==> src/core/bmsa_pkg.sv <==
// package: register map, field layout, op codes and carrier types of the bcd math/shift unit
package bmsa_pkg;
  // register byte offsets, decoded on the low address byte
  localparam int ADDR_W = 8;
  localparam logic [7:0] OFS_CTRL = 8'h00;
  localparam logic [7:0] OFS_CONST = 8'h04;
  localparam logic [7:0] OFS_MADDR = 8'h08;
  localparam logic [7:0] OFS_ACC = 8'h0C;
  localparam logic [7:0] OFS_STACK = 8'h10;
  localparam logic [7:0] OFS_STATUS = 8'h14;
  // control register fields
  localparam int CTRL_START_BIT = 0;
  localparam int CTRL_OP_LSB = 1;
  localparam int CTRL_OP_W = 3;
  localparam int CTRL_SRC_BIT = 4;
  // status register fields
  localparam int STS_FLAG_LSB = 0;
  localparam int STS_BUSY_BIT = 8;
  // operation codes in the control register op field; zero does nothing
  localparam logic [2:0] NO_OP = 3'h0;
  localparam logic [2:0] BCD_MULTIPLY_OP = 3'h1;
  localparam logic [2:0] BCD_DIVIDE_OP = 3'h2;
  localparam logic [2:0] BINARY_INCREMENT_OP = 3'h3;
  localparam logic [2:0] BINARY_DECREMENT_OP = 3'h4;
  localparam logic [2:0] SHIFT_LEFT_OP = 3'h5;
  // reset values
  localparam logic [31:0] ACC_RST = 32'h0000_0000;
  localparam logic [31:0] STACK_RST = 32'h0000_0000;
  localparam logic [15:0] WORD_RST = 16'h0000;
  // datapath widths: 4 and 8 bcd digits, worst case with illegal digits
  localparam int WORD_W = 16;
  localparam int BIN4_W = 15;
  localparam int BIN8_W = 28;
  localparam int PROD_W = 30;
  localparam logic [5:0] SHIFT_MAX = 6'h20;
  localparam logic [2:0] HSIZE_WORD = 3'h2;
  localparam logic [4:0] DIV_LAST = 5'h1B;
  // word memory request and answer
  typedef struct packed {
    logic req;
    logic we;
    logic [15:0] addr;
    logic [15:0] wdata;
  } bmsa_mem_req_t;
  typedef struct packed {
    logic ack;
    logic [15:0] rdata;
  } bmsa_mem_rsp_t;
  // status flags, laid out as status bits 3..0
  typedef struct packed {
    logic operand_overflow_flag;
    logic invalid_bcd_flag;
    logic negative_result_flag;
    logic zero_result_flag;
  } bmsa_flags_t;
endpackage : bmsa_pkg

==> src/core/bmsa_top.sv <==
// top: ahb-lite registers, sequencing and datapath of the bcd math/shift unit
// Operation
// - multiply: low 16 accumulator bits times operand, bcd, up to eight digits
// - multiply/divide operand is a memory word or a 0..9999 bcd constant
// - divide: quotient to accumulator, remainder into first stack level
// - divide raises operand overflow when the operand cannot be handled
// - multiply, divide, increment, decrement set zero flag on zero result
// - multiply and divide set negative flag when result is negative
// - multiply and divide flag any illegal bcd digit they meet
// - a flag holds until the next operation that updates that same flag
// - increment reads a memory word, adds one, writes it back
// - decrement reads a memory word, subtracts one, writes it back
// - shift left moves 32 accumulator bits, zero fill, top bits lost
// - shift count comes from a memory word or a 0..32 constant
//
// Design decisions made here: the placing of the registers and register access over AHB-Lite.
`timescale 1ns/100ps
`default_nettype none
module bmsa_top (
  input wire logic hclk,
  input wire logic hresetn,
  input wire logic ce,
  input wire logic hsel,
  input wire logic [31:0] haddr,
  input wire logic [1:0] htrans,
  input wire logic hwrite,
  input wire logic [2:0] hsize,
  input wire logic [31:0] hwdata,
  input wire logic hready,
  output logic hreadyout,
  output logic hresp,
  output logic [31:0] hrdata,
  output bmsa_pkg::bmsa_mem_req_t mem_req_o,
  input wire bmsa_pkg::bmsa_mem_rsp_t mem_rsp_i,
  output bmsa_pkg::bmsa_flags_t flags_o,
  output logic busy_o
);
  import bmsa_pkg::*;

  typedef enum logic [2:0] {
    ST_IDLE,
    ST_FETCH,
    ST_EXEC,
    ST_DIV,
    ST_DIVEND,
    ST_WRITE
  } bmsa_state_t;

  bmsa_state_t state_ff, nxt_state;
  logic dph_wr_ff;
  logic rd_pend_ff;
  logic [ADDR_W-1:0] dph_addr_ff;
  logic [31:0] hrdata_ff;
  logic [2:0] op_ff;
  logic src_mem_ff;
  logic [WORD_W-1:0] cnst_ff;
  logic [WORD_W-1:0] maddr_ff;
  logic [31:0] acc_ff, nxt_acc;
  logic [31:0] stk_ff, nxt_stk;
  bmsa_flags_t flags_ff, nxt_flags;
  logic [WORD_W-1:0] opnd_ff, nxt_opnd;
  logic [WORD_W-1:0] wdat_ff, nxt_wdat;
  logic [BIN8_W-1:0] dvd_ff, nxt_dvd;
  logic [BIN4_W-1:0] rem_ff, nxt_rem;
  logic [BIN4_W-1:0] dvs_ff, nxt_dvs;
  logic [4:0] cnt_ff, nxt_cnt;

  // bus decode: address phase take, data phase register selects
  wire addr_take = hsel & hready & htrans[1];
  wire is_idle = (state_ff == ST_IDLE);
  wire wr_ctrl = dph_wr_ff & (dph_addr_ff == OFS_CTRL);
  wire wr_cnst = dph_wr_ff & (dph_addr_ff == OFS_CONST);
  wire wr_maddr = dph_wr_ff & (dph_addr_ff == OFS_MADDR);
  wire wr_acc = dph_wr_ff & (dph_addr_ff == OFS_ACC);
  wire wr_stk = dph_wr_ff & (dph_addr_ff == OFS_STACK);
  wire [2:0] new_op = hwdata[CTRL_OP_LSB +: CTRL_OP_W];
  wire new_src = hwdata[CTRL_SRC_BIT];
  // starting is the sequencer's decision; a start while busy is dropped
  wire launch = wr_ctrl & is_idle & hwdata[CTRL_START_BIT];
  wire new_incdec = (new_op == BINARY_INCREMENT_OP) | (new_op == BINARY_DECREMENT_OP);
  wire need_mem = new_src | new_incdec;

  // read mux; unmapped offsets read as zero
  wire [31:0] ctrl_rd = {27'h000_0000, src_mem_ff, op_ff, 1'b0};
  wire [31:0] sts_rd = {23'h00_0000, ~is_idle, 4'h0, flags_ff};
  wire [31:0] rd_mux =
    (dph_addr_ff == OFS_CTRL) ? ctrl_rd :
    (dph_addr_ff == OFS_CONST) ? {16'h0000, cnst_ff} :
    (dph_addr_ff == OFS_MADDR) ? {16'h0000, maddr_ff} :
    (dph_addr_ff == OFS_ACC) ? acc_ff :
    (dph_addr_ff == OFS_STACK) ? stk_ff :
    (dph_addr_ff == OFS_STATUS) ? sts_rd : 32'h0000_0000;

  // reads take one wait state so the data comes from a flop and sees a prior write
  assign hreadyout = ce & ~rd_pend_ff;
  assign hresp = 1'b0;
  assign hrdata = hrdata_ff;

  // bus phase tracking
  always_ff @(posedge hclk or negedge hresetn) begin
    if (!hresetn) begin
      dph_wr_ff <= 1'b0;
      rd_pend_ff <= 1'b0;
      dph_addr_ff <= 8'h00;
      hrdata_ff <= 32'h0000_0000;
    end else if (ce) begin
      dph_wr_ff <= addr_take & hwrite & (hsize == HSIZE_WORD);
      rd_pend_ff <= addr_take & ~hwrite;
      if (addr_take) begin
        dph_addr_ff <= haddr[ADDR_W-1:0];
      end
      if (rd_pend_ff) begin
        hrdata_ff <= rd_mux;
      end
    end
  end

  // configuration registers; frozen while an operation runs so its inputs stay put
  always_ff @(posedge hclk or negedge hresetn) begin
    if (!hresetn) begin
      op_ff <= NO_OP;
      src_mem_ff <= 1'b0;
      cnst_ff <= WORD_RST;
      maddr_ff <= WORD_RST;
    end else if (ce && is_idle) begin
      if (wr_ctrl) begin
        op_ff <= new_op;
        src_mem_ff <= new_src;
      end
      if (wr_cnst) begin
        cnst_ff <= hwdata[WORD_W-1:0];
      end
      if (wr_maddr) begin
        maddr_ff <= hwdata[WORD_W-1:0];
      end
    end
  end

  // operand conversions
  logic [BIN8_W-1:0] acc8_bin;
  logic acc8_bad;
  logic [BIN4_W-1:0] acc4_bin;
  logic acc4_bad;
  logic [BIN4_W-1:0] op4_bin;
  logic op4_bad;
  logic [PROD_W-1:0] res_bin;
  logic [31:0] res_bcd;
  logic [15:0] rem_bcd;

  bmsa_bcd2bin #(.DIGITS(8), .BW(BIN8_W)) u_acc8 (
    .bcd_i(acc_ff),
    .bin_o(acc8_bin),
    .bad_o(acc8_bad)
  );
  bmsa_bcd2bin #(.DIGITS(4), .BW(BIN4_W)) u_acc4 (
    .bcd_i(acc_ff[15:0]),
    .bin_o(acc4_bin),
    .bad_o(acc4_bad)
  );
  bmsa_bcd2bin #(.DIGITS(4), .BW(BIN4_W)) u_opnd (
    .bcd_i(opnd_ff),
    .bin_o(op4_bin),
    .bad_o(op4_bad)
  );

  // one result converter shared by product and quotient
  wire [PROD_W-1:0] prod_bin = PROD_W'(acc4_bin) * PROD_W'(op4_bin);
  assign res_bin = (state_ff == ST_DIVEND) ? PROD_W'(dvd_ff) : prod_bin;

  bmsa_bin2bcd #(.DIGITS(8), .BW(PROD_W)) u_res (
    .bin_i(res_bin),
    .bcd_o(res_bcd)
  );
  bmsa_bin2bcd #(.DIGITS(4), .BW(BIN4_W)) u_rem (
    .bin_i(rem_ff),
    .bcd_o(rem_bcd)
  );

  // restoring divide step, one quotient bit per cycle
  wire [BIN4_W:0] trial = {rem_ff, dvd_ff[BIN8_W-1]};
  wire [BIN4_W+1:0] diff = {1'b0, trial} - {2'b00, dvs_ff};
  wire fits = ~diff[BIN4_W+1];
  wire [BIN4_W-1:0] step_rem = fits ? diff[BIN4_W-1:0] : trial[BIN4_W-1:0];
  wire [BIN8_W-1:0] step_dvd = {dvd_ff[BIN8_W-2:0], fits};

  // increment, decrement and shift results
  wire [WORD_W-1:0] inc_val = opnd_ff + 16'h0001;
  wire [WORD_W-1:0] dec_val = opnd_ff - 16'h0001;
  wire shift_all = (opnd_ff[WORD_W-1:6] != 10'h000) | (opnd_ff[5:0] > SHIFT_MAX);
  wire [31:0] shl_val = shift_all ? 32'h0000_0000 : (acc_ff << opnd_ff[5:0]);
  wire mpy_bad = acc4_bad | op4_bad;
  wire div_bad = acc8_bad | op4_bad;
  wire div_zero = (op4_bin == 15'h0000);

  // sequencing and datapath next state; only flags an operation owns are touched
  always_comb begin
    nxt_state = state_ff;
    nxt_acc = acc_ff;
    nxt_stk = stk_ff;
    nxt_flags = flags_ff;
    nxt_opnd = opnd_ff;
    nxt_wdat = wdat_ff;
    nxt_dvd = dvd_ff;
    nxt_rem = rem_ff;
    nxt_dvs = dvs_ff;
    nxt_cnt = cnt_ff;
    case (state_ff)
      ST_IDLE: begin
        if (wr_acc) begin
          nxt_acc = hwdata;
        end
        if (wr_stk) begin
          nxt_stk = hwdata;
        end
        if (launch) begin
          nxt_opnd = cnst_ff;
          nxt_state = need_mem ? ST_FETCH : ST_EXEC;
        end
      end
      ST_FETCH: begin
        if (mem_rsp_i.ack) begin
          nxt_opnd = mem_rsp_i.rdata;
          nxt_state = ST_EXEC;
        end
      end
      ST_EXEC: begin
        nxt_state = ST_IDLE;
        case (op_ff)
          BCD_MULTIPLY_OP: begin
            nxt_acc = res_bcd;
            nxt_flags.zero_result_flag = (res_bcd == 32'h0000_0000);
            nxt_flags.negative_result_flag = res_bcd[31];
            nxt_flags.invalid_bcd_flag = mpy_bad;
          end
          BCD_DIVIDE_OP: begin
            nxt_flags.invalid_bcd_flag = div_bad;
            nxt_flags.operand_overflow_flag = div_zero;
            if (div_zero) begin
              // accumulator kept; its flags describe the value left in place
              nxt_flags.zero_result_flag = (acc_ff == 32'h0000_0000);
              nxt_flags.negative_result_flag = acc_ff[31];
            end else begin
              nxt_dvd = acc8_bin;
              nxt_rem = 15'h0000;
              nxt_dvs = op4_bin;
              nxt_cnt = DIV_LAST;
              nxt_state = ST_DIV;
            end
          end
          BINARY_INCREMENT_OP: begin
            nxt_wdat = inc_val;
            nxt_flags.zero_result_flag = (inc_val == 16'h0000);
            nxt_state = ST_WRITE;
          end
          BINARY_DECREMENT_OP: begin
            nxt_wdat = dec_val;
            nxt_flags.zero_result_flag = (dec_val == 16'h0000);
            nxt_state = ST_WRITE;
          end
          SHIFT_LEFT_OP: begin
            nxt_acc = shl_val;
          end
          default: begin
            nxt_state = ST_IDLE;
          end
        endcase
      end
      ST_DIV: begin
        nxt_dvd = step_dvd;
        nxt_rem = step_rem;
        nxt_cnt = cnt_ff - 5'h01;
        if (cnt_ff == 5'h00) begin
          nxt_state = ST_DIVEND;
        end
      end
      ST_DIVEND: begin
        nxt_acc = res_bcd;
        nxt_stk = {16'h0000, rem_bcd};
        nxt_flags.zero_result_flag = (res_bcd == 32'h0000_0000);
        nxt_flags.negative_result_flag = res_bcd[31];
        nxt_state = ST_IDLE;
      end
      ST_WRITE: begin
        if (mem_rsp_i.ack) begin
          nxt_state = ST_IDLE;
        end
      end
      default: begin
        nxt_state = ST_IDLE;
      end
    endcase
  end

  // datapath and state registers
  always_ff @(posedge hclk or negedge hresetn) begin
    if (!hresetn) begin
      state_ff <= ST_IDLE;
      acc_ff <= ACC_RST;
      stk_ff <= STACK_RST;
      flags_ff <= '0;
      opnd_ff <= WORD_RST;
      wdat_ff <= WORD_RST;
    end else if (ce) begin
      state_ff <= nxt_state;
      acc_ff <= nxt_acc;
      stk_ff <= nxt_stk;
      flags_ff <= nxt_flags;
      opnd_ff <= nxt_opnd;
      wdat_ff <= nxt_wdat;
    end
  end

  // divider working registers
  always_ff @(posedge hclk or negedge hresetn) begin
    if (!hresetn) begin
      dvd_ff <= '0;
      rem_ff <= '0;
      dvs_ff <= '0;
      cnt_ff <= 5'h00;
    end else if (ce) begin
      dvd_ff <= nxt_dvd;
      rem_ff <= nxt_rem;
      dvs_ff <= nxt_dvs;
      cnt_ff <= nxt_cnt;
    end
  end

  // word memory port: request held until the memory acknowledges; one driver for the struct
  assign mem_req_o = '{
    req: (state_ff == ST_FETCH) | (state_ff == ST_WRITE),
    we: (state_ff == ST_WRITE),
    addr: maddr_ff,
    wdata: wdat_ff
  };
  assign flags_o = flags_ff;
  assign busy_o = ~is_idle;
endmodule : bmsa_top
`default_nettype wire

==> src/core/bmsa_bcd2bin.sv <==
// bcd to binary converter with illegal digit detection
`timescale 1ns/100ps
`default_nettype none
module bmsa_bcd2bin #(
  parameter int DIGITS = 4,
  parameter int BW = 15
) (
  input wire logic [4*DIGITS-1:0] bcd_i,
  output logic [BW-1:0] bin_o,
  output logic bad_o
);
  // horner sum; illegal digits still weigh in so the result stays defined
  always_comb begin
    bin_o = '0;
    bad_o = 1'b0;
    for (int i = DIGITS - 1; i >= 0; i--) begin
      bin_o = BW'(bin_o * BW'(10)) + BW'(bcd_i[4*i +: 4]);
      bad_o = bad_o | (bcd_i[4*i +: 4] > 4'h9);
    end
  end
endmodule : bmsa_bcd2bin
`default_nettype wire

==> src/core/bmsa_bin2bcd.sv <==
// binary to bcd converter, shift-and-add-three
`timescale 1ns/100ps
`default_nettype none
module bmsa_bin2bcd #(
  parameter int DIGITS = 8,
  parameter int BW = 30
) (
  input wire logic [BW-1:0] bin_i,
  output logic [4*DIGITS-1:0] bcd_o
);
  // values beyond the digit count lose their top digits
  always_comb begin
    bcd_o = '0;
    for (int b = BW - 1; b >= 0; b--) begin
      for (int d = 0; d < DIGITS; d++) begin
        if (bcd_o[4*d +: 4] > 4'h4) begin
          bcd_o[4*d +: 4] = bcd_o[4*d +: 4] + 4'h3;
        end
      end
      bcd_o = {bcd_o[4*DIGITS-2:0], bin_i[b]};
    end
  end
endmodule : bmsa_bin2bcd
`default_nettype wire

==> config.mk <==
export PLATFORM = sky130hd
export DESIGN_NAME = bmsa_top
export DESIGN_NICKNAME = d
export VERILOG_FILES = /design/src/core/bmsa_pkg.sv /design/src/core/bmsa_top.sv /design/src/core/bmsa_bcd2bin.sv /design/src/core/bmsa_bin2bcd.sv
export SDC_FILE = /design/constraint.sdc
export NUM_CORES = 2
export LEC_CHECK = 0
export ABC_AREA = 0
export CORE_MARGIN = 10
export CORE_UTILIZATION = 61
export DETAILED_ROUTE_END_ITERATION = 8
export DONT_BUFFER_PORTS = 1
export GPL_TIMING_DRIVEN = 0
export HOLD_SLACK_MARGIN = 0.03
export PLACE_DENSITY = 0.8
export SLEW_MARGIN = 20
export SYNTH_ARGS = -nofsm -noshare
export SYNTH_HDL_FRONTEND = slang
export SYNTH_SLANG_ARGS = --single-unit
==> constraint.sdc <==
create_clock -name hclk -period 58.7 [get_ports hclk]
set_input_delay 5.87 -clock hclk [delete_from_list [all_inputs] [get_ports hclk]]
set_output_delay 5.87 -clock hclk [all_outputs]
set_load 0.03 [all_outputs]
==> out/results.ini <==
[status]
status = complete, no violations

[worst_setup_path]
critPathLaunchType = flip-flop
slowest_delay_ns = 0.89
worstPathMaxFanout = 10
cp_slowest_cell = o311ai_0
crit_path_frequent_cell = ha_1
end_kind = flip-flop
crit_arrival_ns = 37.86
worstPathRequired_ns = 59.22
ff2ff_path_depth = 144
worstSetupPathType = flip-flop to flip-flop

[timing]
finalSetupViolCount = 0
clock.fmax_ghz = 0.0268
rsz0062_at_grt = false
maxSlewViolCount = 0
relSlewSlack_pct = 15.7
tightest_slew_ns = 1.26
holdWs_ns = 0.485
finalHoldViolCount = 0
tns_ns = 0
layout_min_cycle_time_ns = 37.34
finalCritPeriodShare_pct = 63.6
fin_skew_ns = 0.0444

[synthesis]
synth_seq_area_share_pct = 10.7
synthArstFlopShare_pct = 100
synth.distinct_cells = 167
synth_area_sq_um = 56800
synth_cells = 7350
syn_area_per_cell_sq_um = 7.73
synth_flop_cell = dfrtp_1
ys_warn_count = 0
ys_ff_latch = 244
synth-edff-count = 0

[die]
fp.dieW_microns = 325
die-area_sq_um = 106000
core_sq_um = 92100
num_rows = 111
die_h_microns = 325
ios = 165
start_util_pct = 61.7

[final_layout]
drive_gt1_share_pct = 7.53
area_growth_pct = 4.44
final-seq-area_sq_um = 6110
n_antenna_cell = 0
layout.nets = 8282
fillers = 8210
multi_input_area_sq_um = 47100

[detailed_routing]
wl_microns = 178000
routed_via_density = 6.65
first_pass_iters = 9
dr_total_vias = 57400
drc = 0
drt-initial-drc-count = 5819
avgRoutedWirePerCell_microns = 20.6
final_antenna_net_count = 0

[flow_run]
maxCapViolations = 0

[global_route]
grt_pass1_vias = 54100
antenna_found_initial = 2
track_usage_pct = 31.8
grt.busiest_layer = met2
grt_pass1_wl_microns = 283000
grtUsageMet3_pct = 7.18
gr-usage-met2_pct = 51.5
grt_max_degree = 245
met1_usage_pct = 40.8
grt_overflow_total = 0

[clock_tree]
cts_buffers = 26
cts_tree = yes
cts.htree.levels = 1
hold_buffers = 0
clock_sinks = 244
cts.reportedPaths.clkPinSlew_ns = 0.07
cts_root_buf = clkbuf_16
post_cts_resized = 0
clk_latency_ns = 0.59
clk_path_buf_depth = 3
cts_setup_buffers = 0

[placement]
dp_hpwl_microns = 143000
place.gp.congestion = 1.07
io_buffers = 0

[min_path]
hold_path.class = flip-flop to flip-flop
worstHoldPathCells = 2

[placed cells by master (no fill, tap or decap), types with 79 or more instances in the layout]
| cell | netlist | final |
|---|---|---|
| nand3_1 | 181 | 181 |
| nand4_1 | 88 | 88 |
| o21bai_1 | 109 | 109 |
| clkbuf_1 | 206 | 211 |
| o211ai_1 | 80 | 80 |
| nand2_1 | 670 | 670 |
| a21oi_1 | 541 | 541 |
| a21o_1 | 118 | 118 |
| o21ai_0 | 383 | 383 |
| mux2_2 | 123 | 123 |
| xnor2_1 | 307 | 307 |
| mux2i_1 | 202 | 201 |
| nor3_1 | 195 | 193 |
| inv_1 | 505 | 505 |
| dfrtp_1 | 244 | 244 |
| nor2_1 | 584 | 584 |
| nand2b_1 | 81 | 81 |
| and3_1 | 89 | 89 |
| xor2_1 | 200 | 200 |
| fa_1 | 192 | 192 |
| ha_1 | 617 | 617 |
| o22ai_1 | 79 | 79 |
[synthesized netlist by cell type (32+ instances only)]
cell	number	area share, %
clkbuf_1	206	1.4
nand3b_1	32	0.42
o31ai_1	41	0.54
ha_1	617	14
nand4_1	88	0.97
a211oi_1	60	0.79
o21a_1	46	0.61
or3_1	61	0.67
nand3_1	181	1.6
nand2b_1	81	0.89
a221oi_1	44	0.68
buf_4	44	0.58
xor2_1	200	3.1
inv_1	505	3.3
nand2_1	670	4.4
nor3_1	195	1.7
and2_1	75	0.83
mux2_2	123	2.4
a22oi_1	47	0.62
nor4_1	77	0.85
a21o_1	118	1.6
dfrtp_1	244	11
nor2b_1	73	0.80
nor2_1	584	3.9
buf_2	57	0.50
and3_1	89	0.98
a21oi_1	541	4.8
mux2i_1	202	3.6
o21ai_0	383	3.4
xnor2_1	307	4.7
a31oi_1	65	0.72
o21bai_1	109	1.4
o211ai_1	80	1.1
o2111ai_1	35	0.54
o21ai_1	43	0.38
o22ai_1	79	0.87
fa_1	192	6.8
[per-layer routing]
metal / up-vias / part of all wire, %
li1: 26900 / -
met1: 27300 / 41
met2: 2712 / 45
met3: 449 / 10
met4: 2 / 4.2
met5: - / 0.0050
[stage by stage]
step / util (%) / worst slack [ns] / instance area (sq um) / std cells
global placement: 63.4 / 22.47 / 58400 / 8596
finish: 64.4 / 21.36 / 59300 / 8642
CTS: 64.4 / 21.97 / 59300 / 8642
global route: 64.4 / 18.86 / 59300 / 8642
floorplan: - / 27.59 / 56800 / 7353
detailed placement: 63.4 / 22.19 / 58400 / 8596
[state kept, by name, indices dropped and copies added (netlist names)]
| signal | cells |
|---|---|
| cnt_ff | 5 |
| dvs_ff | 15 |
| dph_wr_ff | 1 |
| maddr_ff | 16 |
| stk_ff | 32 |
| op_ff | 3 |
| wdat_ff | 16 |
| hrdata | 32 |
| state_ff | 3 |
| src_mem_ff | 1 |
| rd_pend_ff | 1 |
| acc_ff | 32 |
| rem_ff | 15 |
| flags_o | 4 |
| opnd_ff | 16 |
| dvd_ff | 28 |
| dph_addr_ff | 8 |
| cnst_ff | 16 |
[logic make-up after synthesis]
| family | count (synthesis) | share of synthesized area, % |
|---|---|---|
| multiplexers | 354 | 6.91 |
| flip-flops | 244 | 10.7 |
| AND/OR/NAND/NOR | 2393 | 20.7 |
| other | 1 | 0.00660 |
| XOR/XNOR | 518 | 8.19 |
| adder cells (fa/ha/maj) | 809 | 20.4 |
| AO/OA/AOI/OAI | 2174 | 26.7 |
| buffers and inverters | 857 | 6.38 |
[cell type report]
class	instances	share of cell area, %
clock inverter	12	0.367
clock buffer	34	1.20
multi-input combinational	6252	79.4
buffer	342	2.83
inverter	515	3.28
sequential	244	10.3
tap	1243	2.62
[critical path, delay by kind of cell (launching register included)]
family	cells	cell delay [ns]
AO/OA/AOI/OAI	45	11.12
adder cells (fa/ha/maj)	28	9.76
AND/OR/NAND/NOR	33	6.94
XOR/XNOR	15	4.33
buffers and inverters	19	3.25
multiplexers	4	1.34
flip-flops	1	0.48
[final timing paths]
check | start | slack [ns] | endpoint
max in group asynchronous | hresetn | 53.03 | acc_ff[25]$_DFFE_PN0P_
setup reg to reg | opnd_ff[13]$_DFFE_PN0P_ | 21.36 | flags_o[0]$_DFFE_PN0P_
setup / recovery | opnd_ff[13]$_DFFE_PN0P_ | 21.36 | flags_o[0]$_DFFE_PN0P_
hold reg to reg | stk_ff[29]$_DFFE_PN0P_ | 0.48 | stk_ff[29]$_DFFE_PN0P_
hold / removal | stk_ff[29]$_DFFE_PN0P_ | 0.48 | stk_ff[29]$_DFFE_PN0P_
min in group asynchronous | hresetn | 5.03 | rem_ff[10]$_DFFE_PN0P_
Power is not shown: default switching activity piles up to over one toggle a cycle in this logic, so the estimate is an artifact.
